===== config.mk =====
export PLATFORM = sky130hd
export DESIGN_NAME = anss_host
export DESIGN_NICKNAME = d
export VERILOG_FILES = /design/src/anss_pkg.sv /design/src/anss_host.sv
export VERILOG_INCLUDE_DIRS = /design/src
export SDC_FILE = /design/constraint.sdc
export NUM_CORES = 1
export LEC_CHECK = 0
export BUFFER_PORTS_ARGS = -buffer_cell sky130_fd_sc_hd__buf_2
export CORE_ASPECT_RATIO = 0.7
export CORE_UTILIZATION = 43
export CTS_CLUSTER_DIAMETER = 80
export CTS_CLUSTER_SIZE = 10
export DETAILED_ROUTE_END_ITERATION = 8
export GPL_TIMING_DRIVEN = 0
export PLACE_DENSITY = 0.62
export SLEW_MARGIN = 20
export SYNTH_ARGS = -nofsm -noshare
export SYNTH_HDL_FRONTEND = slang
export SYNTH_SLANG_ARGS = --single-unit

===== constraint.sdc =====
create_clock -name mclk -period 2.6 [get_ports mclk]
set_input_delay 0 -clock mclk [delete_from_list [all_inputs] [get_ports mclk]]
set_output_delay 0 -clock mclk [all_outputs]
set_load 0.005 [all_outputs]

===== src/anss_map.svh =====
// Purpose: Timing constants for the host side of the sleep-capable async memory port
// Assumes: 100 MHz controller clock, device run in its upper supply range
// Notes: Every cycle count except ANSS_SYNC_CYC is rounded up from a time converted to nanoseconds
`ifndef ANSS_MAP_SVH
`define ANSS_MAP_SVH

`define ANSS_CLK_NS 10
`define ANSS_T_AA_NS 90
`define ANSS_T_AAP_NS 30
`define ANSS_T_PC_NS 30
`define ANSS_T_WP_NS 18
`define ANSS_T_CW_NS 60
`define ANSS_T_ZZL_US 1
`define ANSS_T_ZZEX_US 450
`define ANSS_T_PU_MS 1
`define ANSS_SYNC_CYC 2

`define ANSS_CEIL(ns) (((ns) + `ANSS_CLK_NS - 1) / `ANSS_CLK_NS)
`define ANSS_RD_CYC `ANSS_CEIL(`ANSS_T_AA_NS)
`define ANSS_PAGE_CYC `ANSS_CEIL(`ANSS_T_AAP_NS)
`define ANSS_PC_CYC `ANSS_CEIL(`ANSS_T_PC_NS)
`define ANSS_WP_CYC `ANSS_CEIL(`ANSS_T_WP_NS)
`define ANSS_CW_CYC `ANSS_CEIL(`ANSS_T_CW_NS)
`define ANSS_ZZL_CYC `ANSS_CEIL(`ANSS_T_ZZL_US * 1000)
`define ANSS_ZZEX_CYC `ANSS_CEIL(`ANSS_T_ZZEX_US * 1000)
`define ANSS_PU_CYC `ANSS_CEIL(`ANSS_T_PU_MS * 1000000)

`endif


===== src/anss_pkg.sv =====
// Purpose: Types for the async memory host controller
// Assumes: Nothing beyond the map header
// Notes: States carry no fixed codes
package anss_pkg;
	typedef enum logic [3:0] {
		ANSS_PWRUP,
		ANSS_IDLE,
		ANSS_RD,
		ANSS_WR_SETUP,
		ANSS_WR_PULSE,
		ANSS_WR_HOLD,
		ANSS_OPEN,
		ANSS_PRECH,
		ANSS_SLEEP,
		ANSS_WAKE
	} anss_state_t;
endpackage


===== src/anss_host.sv =====
// Purpose: Host controller driving a 64K x 16 async nonvolatile memory with sleep
// Assumes: One request at a time, held stable until req_ack
// Notes: Open row is kept for page accesses only when the next request is ready at once
// Notes on behaviour
// - Sleep is entered only from idle, after the last write has closed its row and waited the 3-cycle precharge.
// - After releasing sleep the host waits 450 us before the next access.
// - After power-up the host waits 1 ms before the first access.
// - Page writes pulse the write strobe again with only the column changed and chip low.
`timescale 1ns/1ns
`include "anss_map.svh"

module anss_host #(
	parameter int ADDR_W = 16,
	parameter int DATA_W = 16,
	parameter int CNT_W = 17,
	parameter int PWRUP_CYC = `ANSS_PU_CYC,
	parameter int ZZEX_CYC = `ANSS_ZZEX_CYC
)(
	input wire logic mclk,
	input wire logic resetn,
	input wire logic req_valid,
	input wire logic req_write,
	input wire logic [ADDR_W-1:0] req_addr,
	input wire logic [DATA_W-1:0] req_wdata,
	input wire logic [1:0] req_lane_en,
	input wire logic sleep_cmd,
	output logic req_ack,
	output logic rd_valid,
	output logic [DATA_W-1:0] rd_data,
	output logic awake,
	output logic mem_cs_n,
	output logic mem_we_n,
	output logic mem_oe_n,
	output logic mem_high_lane_sel_n,
	output logic mem_low_lane_sel_n,
	output logic mem_sleep_req_n,
	output logic [ADDR_W-1:0] mem_addr,
	output logic [DATA_W-1:0] mem_dq_out,
	output logic mem_dq_oe,
	input wire logic [DATA_W-1:0] mem_dq_in
);
	import anss_pkg::*;

	function automatic logic same_row(input logic [ADDR_W-1:0] a, input logic [ADDR_W-1:0] b);
		same_row = (a[ADDR_W-1:2] == b[ADDR_W-1:2]);
	endfunction

	// ==========================================================
	// Data pin synchroniser
	logic [DATA_W-1:0] dq_meta;
	logic [DATA_W-1:0] dq_sync;

	always_ff @(posedge mclk or negedge resetn)
	begin
		if (!resetn)
		begin
			dq_meta <= '0;
			dq_sync <= '0;
		end
		else
		begin
			dq_meta <= mem_dq_in;
			dq_sync <= dq_meta;
		end
	end

	// ==========================================================
	// Sequencer
	anss_state_t state, next_state;
	logic [CNT_W-1:0] cnt, next_cnt;
	logic page, next_page;
	logic next_req_ack, next_rd_valid, next_awake;
	logic [DATA_W-1:0] next_rd_data, next_dq_out;
	logic next_cs_n, next_we_n, next_oe_n, next_hi_n, next_lo_n, next_sleep_n, next_dq_oe;
	logic [ADDR_W-1:0] next_addr;
	logic take;

	always_comb
	begin
		next_state = state;
		next_cnt = (cnt != '0) ? cnt - CNT_W'(1) : cnt;
		next_page = page;
		next_req_ack = 1'h0;
		next_rd_valid = 1'h0;
		next_rd_data = rd_data;
		next_cs_n = mem_cs_n;
		next_we_n = mem_we_n;
		next_oe_n = mem_oe_n;
		next_hi_n = mem_high_lane_sel_n;
		next_lo_n = mem_low_lane_sel_n;
		next_sleep_n = mem_sleep_req_n;
		next_addr = mem_addr;
		next_dq_out = mem_dq_out;
		next_dq_oe = mem_dq_oe;
		take = 1'h0;
		case (state)
			ANSS_PWRUP:
			begin
				if (cnt == '0)
					next_state = ANSS_IDLE;
			end
			ANSS_IDLE:
			begin
				if (sleep_cmd)
				begin
					next_sleep_n = 1'h0;
					next_cnt = CNT_W'(`ANSS_ZZL_CYC - 1);
					next_state = ANSS_SLEEP;
				end
				else if (req_valid)
				begin
					take = 1'h1;
					next_page = 1'h0;
				end
			end
			ANSS_RD:
			begin
				if (cnt == '0)
				begin
					next_rd_data = dq_sync;
					next_rd_valid = 1'h1;
					next_state = ANSS_OPEN;
				end
			end
			ANSS_WR_SETUP:
			begin
				next_we_n = 1'h0;
				next_dq_oe = 1'h1;
				next_cnt = page ? CNT_W'(`ANSS_WP_CYC - 1) : CNT_W'(`ANSS_CW_CYC - 2);
				next_state = ANSS_WR_PULSE;
			end
			ANSS_WR_PULSE:
			begin
				if (cnt == '0)
				begin
					next_we_n = 1'h1;
					next_state = ANSS_WR_HOLD;
				end
			end
			ANSS_WR_HOLD:
			begin
				next_dq_oe = 1'h0;
				next_state = ANSS_OPEN;
			end
			ANSS_OPEN:
			begin
				if (req_valid && !sleep_cmd && same_row(req_addr, mem_addr))
				begin
					take = 1'h1;
					next_page = 1'h1;
				end
				else
				begin
					next_cs_n = 1'h1;
					next_oe_n = 1'h1;
					next_hi_n = 1'h1;
					next_lo_n = 1'h1;
					next_cnt = CNT_W'(`ANSS_PC_CYC - 1);
					next_state = ANSS_PRECH;
				end
			end
			ANSS_PRECH:
			begin
				if (cnt == '0)
					next_state = ANSS_IDLE;
			end
			ANSS_SLEEP:
			begin
				if (cnt == '0 && !sleep_cmd)
				begin
					next_sleep_n = 1'h1;
					next_cnt = CNT_W'(ZZEX_CYC - 1);
					next_state = ANSS_WAKE;
				end
			end
			ANSS_WAKE:
			begin
				if (cnt == '0)
					next_state = ANSS_IDLE;
			end
			default:
			begin
				next_state = ANSS_IDLE;
			end
		endcase
		if (take)
		begin
			next_req_ack = 1'h1;
			next_cs_n = 1'h0;
			next_addr = req_addr;
			next_dq_out = req_wdata;
			next_hi_n = !req_lane_en[1];
			next_lo_n = !req_lane_en[0];
			if (req_write)
			begin
				next_oe_n = 1'h1;
				next_state = ANSS_WR_SETUP;
			end
			else
			begin
				next_oe_n = 1'h0;
				// Page hit waits the column access, a new row the full access
				next_cnt = next_page ? CNT_W'(`ANSS_PAGE_CYC + `ANSS_SYNC_CYC)
					: CNT_W'(`ANSS_RD_CYC + `ANSS_SYNC_CYC);
				next_state = ANSS_RD;
			end
		end
		next_awake = (next_state != ANSS_PWRUP) && (next_state != ANSS_SLEEP)
			&& (next_state != ANSS_WAKE);
	end

	always_ff @(posedge mclk or negedge resetn)
	begin
		if (!resetn)
		begin
			state <= ANSS_PWRUP;
			cnt <= CNT_W'(PWRUP_CYC - 1);
			page <= 1'h0;
			req_ack <= 1'h0;
			rd_valid <= 1'h0;
			rd_data <= '0;
			awake <= 1'h0;
			mem_cs_n <= 1'h1;
			mem_we_n <= 1'h1;
			mem_oe_n <= 1'h1;
			mem_high_lane_sel_n <= 1'h1;
			mem_low_lane_sel_n <= 1'h1;
			mem_sleep_req_n <= 1'h1;
			mem_addr <= '0;
			mem_dq_out <= '0;
			mem_dq_oe <= 1'h0;
		end
		else
		begin
			state <= next_state;
			cnt <= next_cnt;
			page <= next_page;
			req_ack <= next_req_ack;
			rd_valid <= next_rd_valid;
			rd_data <= next_rd_data;
			awake <= next_awake;
			mem_cs_n <= next_cs_n;
			mem_we_n <= next_we_n;
			mem_oe_n <= next_oe_n;
			mem_high_lane_sel_n <= next_hi_n;
			mem_low_lane_sel_n <= next_lo_n;
			mem_sleep_req_n <= next_sleep_n;
			mem_addr <= next_addr;
			mem_dq_out <= next_dq_out;
			mem_dq_oe <= next_dq_oe;
		end
	end

	// ==========================================================
	// Checks
	logic [CNT_W-1:0] pu_cnt;
	logic [CNT_W-1:0] zz_cnt;
	logic [CNT_W-1:0] zl_cnt;

	always_ff @(posedge mclk or negedge resetn)
	begin
		if (!resetn)
		begin
			pu_cnt <= '0;
			zz_cnt <= '1;
			zl_cnt <= '0;
		end
		else
		begin
			pu_cnt <= (pu_cnt != '1) ? pu_cnt + CNT_W'(1) : pu_cnt;
			zz_cnt <= !mem_sleep_req_n ? '0 : ((zz_cnt != '1) ? zz_cnt + CNT_W'(1) : zz_cnt);
			zl_cnt <= mem_sleep_req_n ? '0 : ((zl_cnt != '1) ? zl_cnt + CNT_W'(1) : zl_cnt);
		end
	end
endmodule


==> results of run 1 <==
==> flip-flops by register name, indices dropped and copies added (netlist names), 4 cells and up <==
register    count
cnt            17
dq_meta        16
dq_sync        16
mem_addr       16
mem_dq_out     16
rd_data        16
state           4
==> metrics by stage <==
stage               total power [mW]  setup slack [ns]
global route                    5.22            0.0102
global placement                3.43             0.142
CTS                             4.95            0.0936
finish                          4.91             0.161
detailed placement              3.48             0.111
floorplan                       3.09             0.393
==> metal layers <==
| layer | routed length [um] | vias to the layer above |
|---|---|---|
| li1 | - | 1605 |
| met5 | 0 | - |
| met3 | 812 | 8 |
| met4 | 113 | 0 |
| met2 | 4500 | 115 |
| met1 | 4650 | 1619 |
==> layout by cell type, fill, tap and decap left out, types with 2 or more instances in the layout <==
| cell type | count |
|---|---|
| nor3_2 | 2 |
| inv_6 | 3 |
| or2_2 | 2 |
| dlygate4sd3_1 | 52 |
| buf_2 | 115 |
| inv_1 | 10 |
| buf_6 | 2 |
| xor2_1 | 7 |
| nand3_1 | 10 |
| dfrtp_1 | 96 |
| nand2_1 | 18 |
| and3_1 | 2 |
| o22ai_1 | 2 |
| clkbuf_16 | 9 |
| and4bb_2 | 2 |
| mux2_2 | 39 |
| nor3_1 | 9 |
| or3_1 | 3 |
| dfstp_2 | 16 |
| o31ai_1 | 2 |
| nand4_1 | 9 |
| nor2b_1 | 3 |
| clkbuf_1 | 2 |
| mux2_4 | 9 |
| buf_4 | 4 |
| a31oi_1 | 3 |
| a211oi_1 | 4 |
| xnor2_1 | 17 |
| o21ai_0 | 10 |
| or4_1 | 5 |
| nor2_1 | 22 |
| a41oi_1 | 2 |
| ha_1 | 2 |
| a21oi_1 | 16 |
| or4_4 | 2 |
==> Yosys cell counts (all sizes together) (3+ instances only) <==
cell type	instances
inv	10
nor2	23
dfrtp	96
buf	11
a211oi	5
nand4	9
nor3	12
xnor2	17
or2	3
nand3	10
mux2	48
or3	3
a31oi	3
o21ai	10
or4	7
dfstp	16
nand2	19
a21oi	17
nor2b	3
xor2	7
==> cell type report <==
class | count | area (sq um) | area share [%]
Tap cell | 132 | 165 | 2.66
Clock buffer | 9 | 225 | 3.62
Clock inverter | 7 | 78.8 | 1.27
Inverter | 10 | 37.5 | 0.603
Sequential cell | 112 | 2820 | 45.4
Timing Repair Buffer | 165 | 1110 | 17.9
Multi-Input combinational cell | 220 | 1690 | 27.1
Buffer | 13 | 87.6 | 1.41
==> worst paths after layout <==
path                                      start                       to  slack, ns  cells past startpoint
hold reg to reg            dq_meta[4]$_DFF_PN0_     dq_sync[4]$_DFF_PN0_       0.35                      0
max in group asynchronous                resetn     mem_cs_n$_DFFE_PN1P_       1.73                      3
setup reg to reg               cnt[5]$_DFF_PN0_  rd_data[11]$_DFFE_PN0P_       0.16                      7
hold / removal                        sleep_cmd       state[0]$_DFF_PN0_        0.1                      4
min in group asynchronous                resetn     dq_meta[6]$_DFF_PN0_       0.16                      2
setup / recovery               cnt[5]$_DFF_PN0_  rd_data[11]$_DFFE_PN0P_       0.16                      7
==> report_power, final <==
part | internal (mW) | switching (mW)
Combinational | 0.597 | 0.771
Sequential | 2.00 | 0.156
Clock | 0.691 | 0.692
Total | 3.29 | 1.62
==> kinds of logic after synthesis <==
kind of cell,synth area share [%]
AO/OA/AOI/OAI,6.76
multiplexers,12.6
AND/OR/NAND/NOR,11.9
adder cells (fa/ha/maj),0.540
XOR/XNOR,4.54
flip-flops,61.0
buffers and inverters,2.70
==> critical path, stage by stage, from the launching register on <==
cell and delay, ns:
dfrtp_1 0.43, or4_1 0.55, buf_6 0.16, nor2_8 0.13
nand2_4 0.08, nor3_4 0.43, buf_8 0.23, mux2_4 0.31
==> what timing repair did <==
| item | 4_1_cts | 5_1_grt |
|---|---|---|
| hold buffers | 52 | 0 |
| setup endpoints to repair | 0 | 7 |
| resized for setup | 0 | 1 |
| endpoints found under the hold margin | 100 | 0 |
==> impl_metrics.env, run 1 <==
export IMPL_outcome="completed"
export IMPL_syn_nets=412
export IMPL_synth_ff_type="dfrtp_1"
export IMPL_grt_pass1_wl_um=16800
export IMPL_place_inst=600
export IMPL_syn_to_final_growth_pct=34.4
export IMPL_synth_warnings=0
export IMPL_power_density_mw_per_mm2=789
export IMPL_via_per_inst=5.01
export IMPL_die_w_um=126
export IMPL_fp_coreArea_sq_mm=0.0104
export IMPL_cts_path_max_buffers=2
export IMPL_synthArstFlopShare_pct=100
export IMPL_wl_per_cell_um=15.1
export IMPL_n_antenna_cell=0
export IMPL_period_share_pct=93.8
export IMPL_period_needed_ns=2.44
export IMPL_syn_area_per_cell_sq_um=13.0
export IMPL_p_leak_nw=3.10
export IMPL_synth_distinct_cells=52
export IMPL_ir_worst_vdd_mv=0.431
export IMPL_drive_above_1_share_pct=40.5
export IMPL_cts_clk_slew_worst_paths_ns=0.08
export IMPL_cp_required_ns=2.83
export IMPL_grt_pass1_vias=3340
export IMPL_placed_cell_area_sq_mm=0.00539
export IMPL_drv_cap=0
export IMPL_hpwl_um=7000
export IMPL_cts_root_buffer="clkbuf_16"
export IMPL_cts_buffers=9
export IMPL_use_met3_pct=6.65
export IMPL_cts_tree="built"
export IMPL_initial_utilization_pct=44.5
export IMPL_drt_pass1_iterations=4
export IMPL_place_gp_congestion=0.823
export IMPL_post_cts_setup_buffers=0
export IMPL_antenna_found_initial=0
export IMPL_grt_max_degree=65
export IMPL_ioPinCount=113
export IMPL_h_tree_depth=3
export IMPL_met1_usage_pct=26.1
export IMPL_path_class="reg -> reg"
export IMPL_finalInstanceArea_sq_mm=0.00622
export IMPL_met2_usage_pct=30.5
export IMPL_clock_latency_ns=0.35
export IMPL_io_buffers=112
export IMPL_maxSlewViolCount=0
export IMPL_finalHoldViolCount=0
export IMPL_clock_skew_ns=0.00980
export IMPL_ys_top_cells_by_area="dfrtp_1 52%, mux2_2 9.5%, dfstp_2 9.1%"
export IMPL_synth_edff_count=0
export IMPL_yosys_area_top_type="dfrtp_1"
export IMPL_dr_first_iter_drc_count=168
export IMPL_slew_headroom_pct=65.6
export IMPL_fin_util_pct=59.8
export IMPL_via_count=3347
export IMPL_syn_inst=355
export IMPL_critPathCaptureType="register"
export IMPL_grt_use_total_pct=19.6
export IMPL_ant_nets=0
export IMPL_route_detailed_drc=0
export IMPL_critPathArrivalTime_ns=2.67
export IMPL_yosys_register_bits=112
export IMPL_gr_total_overflow=0
export IMPL_timing_fmax_mhz=410
export IMPL_setup_tns_ns=0
export IMPL_synthDominantCellAreaShare_pct=51.9
export IMPL_worstSetupStartpointType="register"
export IMPL_die_h_um=88.8
export IMPL_grt_setup_unrepaired="false"
export IMPL_synth_area_sq_mm=0.00463
export IMPL_yosysSeqAreaShare_pct=61.0
export IMPL_dieArea_sq_mm=0.0112
export IMPL_hold_path_class="in -> reg"
export IMPL_tightestPinTransition_ns=0.514
export IMPL_setup_violations=0
export IMPL_cts_sinks=112
export IMPL_final_cells=668
export IMPL_nNetsFinal=588
export IMPL_num_rows=31
export IMPL_cp_max_fo=10
export IMPL_top_usage_layer="met2"
export IMPL_fin_hold_ws_ns=0.0984
export IMPL_wl_um=10100
export IMPL_fill_cells=847
(Power assumes the default switching activity.)
==> run 2: changes to the inputs <==
- SETUP_SLACK_MARGIN: unset -> 0.4
==> impl_metrics.env, run 2 (same netlist as run 1, synthesis figures left out) <==
export IMPL_p_sw_share_pct=32.9
export IMPL_crit_family="simple AND/OR/NAND/NOR gates"
export IMPL_cp_cell_sequence="buf_6 -> and4bb_4 -> nand4_1 -> or4_4 -> nand2_8 -> clkbuf_16 -> mux2_4"
export IMPL_place_gp_congestion=0.825
export IMPL_setup_tns_ns=0
export IMPL_met1_usage_pct=28.6
export IMPL_pre_cts_ws_ns=0.161
export IMPL_netSwitchingPower_mw=1.75
export IMPL_io_buffers=112
export IMPL_wl_per_cell_um=16.4
export IMPL_pwr_share_comb_pct=32.6
export IMPL_mostFrequentLayoutCells="111 x buf_2, 95 x dfrtp_1, 52 x dlygate4sd3_1"
export IMPL_gr_total_overflow=0
export IMPL_cts_buffers=9
export IMPL_hp_start="sleep_cmd"
export IMPL_crit_slowest_cell="or4_4"
export IMPL_slew_headroom_pct=67.9
export IMPL_route_detailed_drc=0
export IMPL_clock_skew_ns=0.0133
export IMPL_ir_worst_vdd_mv=0.529
export IMPL_wl_um=11600
export IMPL_num_rows=31
export IMPL_reg2reg_slack_ns=0.40
export IMPL_cts_root_buffer="clkbuf_16"
export IMPL_min_to="state[0]$_DFF_PN0_"
export IMPL_max_stage_delay_ns=0.56
export IMPL_via_per_inst=5.12
export IMPL_whs_path_depth=4
export IMPL_ant_nets=0
export IMPL_p_leak_nw=3.39
export IMPL_via_count=3617
export IMPL_p_seq_share_pct=40.9
export IMPL_worstSetupStartpointType="register"
export IMPL_p_int_mw=3.56
export IMPL_layout_commonest_cell="buf_2"
export IMPL_grt_max_degree=70
export IMPL_nNetsFinal=626
export IMPL_grt_setup_unrepaired="true"
export IMPL_drv_cap=0
export IMPL_critPathBufInv=2
export IMPL_top_usage_layer="met2"
export IMPL_ioPinCount=113
export IMPL_initial_utilization_pct=44.5
export IMPL_cts_path_max_buffers=2
export IMPL_n_antenna_cell=0
export IMPL_reg2regPathDepth=7
export IMPL_cp_required_ns=2.84
export IMPL_power_density_mw_per_mm2=772
export IMPL_die_w_um=126
export IMPL_period_share_pct=84.8
export IMPL_grt_pass1_vias=3538
export IMPL_maxSlewViolCount=0
export IMPL_drt_pass1_iterations=5
export IMPL_hpwl_um=6930
export IMPL_syn_to_final_growth_pct=48.7
export IMPL_drive_above_1_share_pct=47.4
export IMPL_met2_usage_pct=32.1
export IMPL_grt_use_total_pct=20.9
export IMPL_cts_sinks=112
export IMPL_dieArea_sq_mm=0.0112
export IMPL_antenna_found_initial=0
export IMPL_hold_path_class="in -> reg"
export IMPL_use_met3_pct=7.13
export IMPL_clock_latency_ns=0.35
export IMPL_die_h_um=88.8
export IMPL_dr_first_iter_drc_count=186
export IMPL_setup_violations=0
export IMPL_setup_ws_ns=0.396
export IMPL_finalHoldViolCount=0
export IMPL_fp_coreArea_sq_mm=0.0104
export IMPL_critPathCaptureType="register"
export IMPL_critPathArrivalTime_ns=2.45
export IMPL_top_register="cnt"
export IMPL_timing_rr_end="mem_addr[13]$_DFFE_PN0N_"
export IMPL_p_clk_share_pct=26.4
export IMPL_path_class="reg -> reg"
export IMPL_period_needed_ns=2.20
export IMPL_p_total_mw=5.31
export IMPL_cp_max_fo=7
export IMPL_h_tree_depth=3
export IMPL_timing_fmax_mhz=454
export IMPL_grt_pass1_wl_um=17800
export IMPL_cts_clk_slew_worst_paths_ns=0.08
export IMPL_largest_reg_flops=17
export IMPL_outcome="completed"
export IMPL_tightestPinTransition_ns=0.481
export IMPL_cts_tree="built"
export IMPL_r2r_start="state[3]$_DFF_PN0_"
==> run 2: repair_timing <==
action                                  4_1_cts  5_1_grt
hold endpoints to repair                     94        1
setup buffers                                18       16
gates cloned                                  2        2
gates resized for setup                      28       54
hold buffers                                 51        1
endpoints found under the setup margin       64       67
pin swaps                                     8       24
==> run 2: worst max path at each step <==
stage                             startpoint                        end  slack (ns)  depth (start not counted)
after floorplan           state[3]$_DFF_PN0_    mem_addr[0]$_DFFE_PN0N_        0.40                          7
after global placement    state[3]$_DFF_PN0_           cnt[8]$_DFF_PN0_        0.19                          8
after detailed placement  state[3]$_DFF_PN0_  mem_dq_out[9]$_DFFE_PN0N_        0.16                          7
after CTS                 state[3]$_DFF_PN0_   mem_addr[12]$_DFFE_PN0N_        0.35                          7
after global routing      state[3]$_DFF_PN0_   mem_addr[13]$_DFFE_PN0N_        0.33                          7
final                     state[3]$_DFF_PN0_   mem_addr[13]$_DFFE_PN0N_        0.40                          7
==> run 2: worst reg2reg max path, stage by stage, from the launching register on <==
cell	delay, ns
dfrtp_1	0.37
buf_6	0.13
and4bb_4	0.33
nand4_1	0.07
or4_4	0.56
nand2_8	0.16
clkbuf_16	0.18
mux2_4	0.30
==> run 2: area by class of cell <==
class	count	area [sq um]
Clock buffer	10	239
Multi-Input combinational cell	220	1920
Inverter	10	37.5
Timing Repair Buffer	203	1490
Fill cell	797	3510
Sequential cell	112	2820
Clock inverter	6	70.1
Tap cell	132	165
Buffer	13	136
==> run 2: through the flow <==
stage	instances	area [sq um]	utilization, %	hold slack (ns)
2_1_floorplan	355	4630	-	-0.296
3_3_place_gp	599	5360	51.5	0.108
3_5_place_dp	600	5390	51.8	-0.0385
4_1_cts	687	6500	62.6	-0.0844
5_1_grt	706	6880	66.2	0.127
6_report	706	6880	66.2	0.112
==> run 2: power groups by stage <==
stage | clock [mW] | combinational [mW] | sequential [mW]
finish | 1.40 | 1.73 | 2.18
global route | 1.51 | 1.90 | 2.20
CTS | 1.43 | 1.53 | 2.16
detailed placement | 0 | 1.30 | 2.18
global placement | 0 | 1.26 | 2.18
floorplan | 0 | 0.935 | 2.15
==> run 2: metal layers <==
metal / up-vias / routed length [um]
met3: 16 / 863
met4: 0 / 162
li1: 1680 / -
met1: 1778 / 5260
met2: 143 / 5310
met5: - / 0
==> run 3: changes to the inputs <==
- PLACE_DENSITY: 0.62 -> 0.65
- clock period: 2.6 -> 1.89 ns (I/O delays scaled with it)
==> impl_metrics.env, run 3 (same netlist as run 1, synthesis figures left out) <==
export IMPL_cts_clk_slew_worst_paths_ns=0.07
export IMPL_p_seq_share_pct=38.4
export IMPL_die_h_um=88.8
export IMPL_dieArea_sq_mm=0.0112
export IMPL_grt_max_degree=70
export IMPL_clock_skew_ns=0.0102
export IMPL_clock_latency_ns=0.35
export IMPL_p_int_mw=5.21
export IMPL_finalHoldViolCount=0
export IMPL_grt_pass1_vias=3805
export IMPL_die_w_um=126
export IMPL_wl_per_cell_um=16.6
export IMPL_via_per_inst=5.09
export IMPL_cp_required_ns=2.13
export IMPL_p_leak_nw=3.48
export IMPL_period_needed_ns=2.15
export IMPL_pwr_share_comb_pct=38.5
export IMPL_via_count=3641
export IMPL_initial_utilization_pct=44.5
export IMPL_setup_violations=77
export IMPL_cts_tree="built"
export IMPL_p_clk_share_pct=23.1
export IMPL_mostFrequentLayoutCells="111 x buf_2, 96 x dfrtp_1, 52 x dlygate4sd3_1"
export IMPL_power_density_mw_per_mm2=1080
export IMPL_place_gp_congestion=0.909
export IMPL_layout_commonest_cell="buf_2"
export IMPL_critPathArrivalTime_ns=2.39
export IMPL_violations="setup timing"
export IMPL_ant_nets=0
export IMPL_gr_total_overflow=0
export IMPL_place_inst=600
export IMPL_netSwitchingPower_mw=2.62
export IMPL_largest_reg_flops=17
export IMPL_grt_use_total_pct=22.3
export IMPL_num_rows=31
export IMPL_top_register="cnt"
export IMPL_cts_sinks=112
export IMPL_syn_to_final_growth_pct=57.0
export IMPL_reg2reg_slack_ns=-0.26
export IMPL_drv_cap=0
export IMPL_pre_cts_ws_ns=-0.564
export IMPL_path_class="reg -> reg"
export IMPL_cts_path_max_buffers=2
export IMPL_slew_headroom_pct=65.3
export IMPL_fp_coreArea_sq_mm=0.0104
export IMPL_ir_worst_vdd_mv=0.630
export IMPL_maxSlewViolCount=0
export IMPL_fill_cells=753
export IMPL_final_cells=715
export IMPL_nNetsFinal=635
export IMPL_hpwl_um=6910
export IMPL_drive_above_1_share_pct=55.7
export IMPL_cp_max_fo=6
export IMPL_ioPinCount=113
export IMPL_io_buffers=112
export IMPL_route_detailed_drc=0
export IMPL_grt_setup_unrepaired="true"
export IMPL_tightestPinTransition_ns=0.521
export IMPL_cts_buffers=9
export IMPL_grt_pass1_wl_um=19100
export IMPL_critPathCaptureType="register"
export IMPL_outcome="finished, violations left"
export IMPL_n_antenna_cell=0
export IMPL_wl_um=11900
export IMPL_worstSetupStartpointType="register"
export IMPL_period_share_pct=114
export IMPL_antenna_found_initial=0
export IMPL_dr_first_iter_drc_count=217
export IMPL_hold_path_class="in -> async"
export IMPL_setup_ws_ns=-0.260
export IMPL_setup_tns_ns=-13.79
export IMPL_timing_fmax_mhz=465
export IMPL_drt_pass1_iterations=4
export IMPL_cts_root_buffer="clkbuf_16"
export IMPL_p_sw_share_pct=33.5
export IMPL_p_total_mw=7.83
export IMPL_h_tree_depth=3
run 3: cell count changes in the layout (fill, tap and decap cells not counted), sizes merged:
cell and change:
clkbuf -1, clkinv -2, clkinvlp +1, buf +11
run 3: what timing repair did:
item / CTS / global route
hold endpoints to repair: 143 / 0
gates cloned: 2 / 1
pin swaps: 22 / 15
buffers inserted: 36 / 8
hold buffers: 52 / 0
endpoints found under the setup margin: 79 / 80
gates resized for setup: 56 / 42
run 3: worst max-delay path, stage by stage, from the launching register on:
cell,delay (ns)
dfrtp_1,0.45
xnor2_2,0.17
nand4_1,0.16
or4_4,0.63
nand2_8,0.16
clkbuf_16,0.17
mux2_4,0.29
run 3: through the flow:
step / util, % / hold WS [ns] / cell area [sq um]
final: 69.9 / 0.143 / 7270
after global routing: 69.9 / 0.156 / 7270
after CTS: 67.2 / 0.0931 / 6990
after detailed placement: 54.0 / -0.0485 / 5620
after global placement: 53.7 / 0.109 / 5580
after floorplan: - / -0.296 / 4860
run 3: power groups by stage:
stage / sequential (mW) / clock [mW] / combinational, mW
after floorplan: 2.98 / 0 / 1.48
after global placement: 3.00 / 0 / 1.94
after detailed placement: 3.01 / 0 / 1.99
after CTS: 2.97 / 1.86 / 2.59
after global routing: 3.04 / 1.95 / 3.25
final: 3.00 / 1.81 / 3.01
run 3: path summary, 6_finish.rpt:
path / startpoint / endpoint / depth (start not counted)
hold reg to reg: dq_meta[3]$_DFF_PN0_ / dq_sync[3]$_DFF_PN0_ / 0
min in group mclk: sleep_cmd / state[0]$_DFF_PN0_ / 4
setup / recovery: mem_addr[2]$_DFFE_PN0N_ / mem_dq_out[6]$_DFFE_PN0N_ / 6
setup reg to reg: mem_addr[2]$_DFFE_PN0N_ / mem_dq_out[6]$_DFFE_PN0N_ / 6
max in group asynchronous: resetn / cnt[7]$_DFF_PN1_ / 3
hold / removal: resetn / dq_sync[15]$_DFF_PN0_ / 2
run 3: final cells by class:
cell class	instances	area, sq um	area share, %
Timing Repair Buffer	212	1600	21.9
Buffer	13	168	2.31
Multi-Input combinational cell	220	2200	30.3
Tap cell	132	165	2.27
Sequential cell	112	2820	38.8
Clock inverter	5	38.8	0.534
Clock buffer	11	243	3.34
Inverter	10	37.5	0.516
run 3: metal layers:
metal / share of wire, % / global-route usage (%) / vias to the layer above
li1: - / - / 1701
met1: 45 / 28.7 / 1816
met2: 49 / 37.8 / 114
met3: 5.2 / 5.93 / 10
met4: 0.78 / 6.13 / 0
met5: 0 / 0 / -
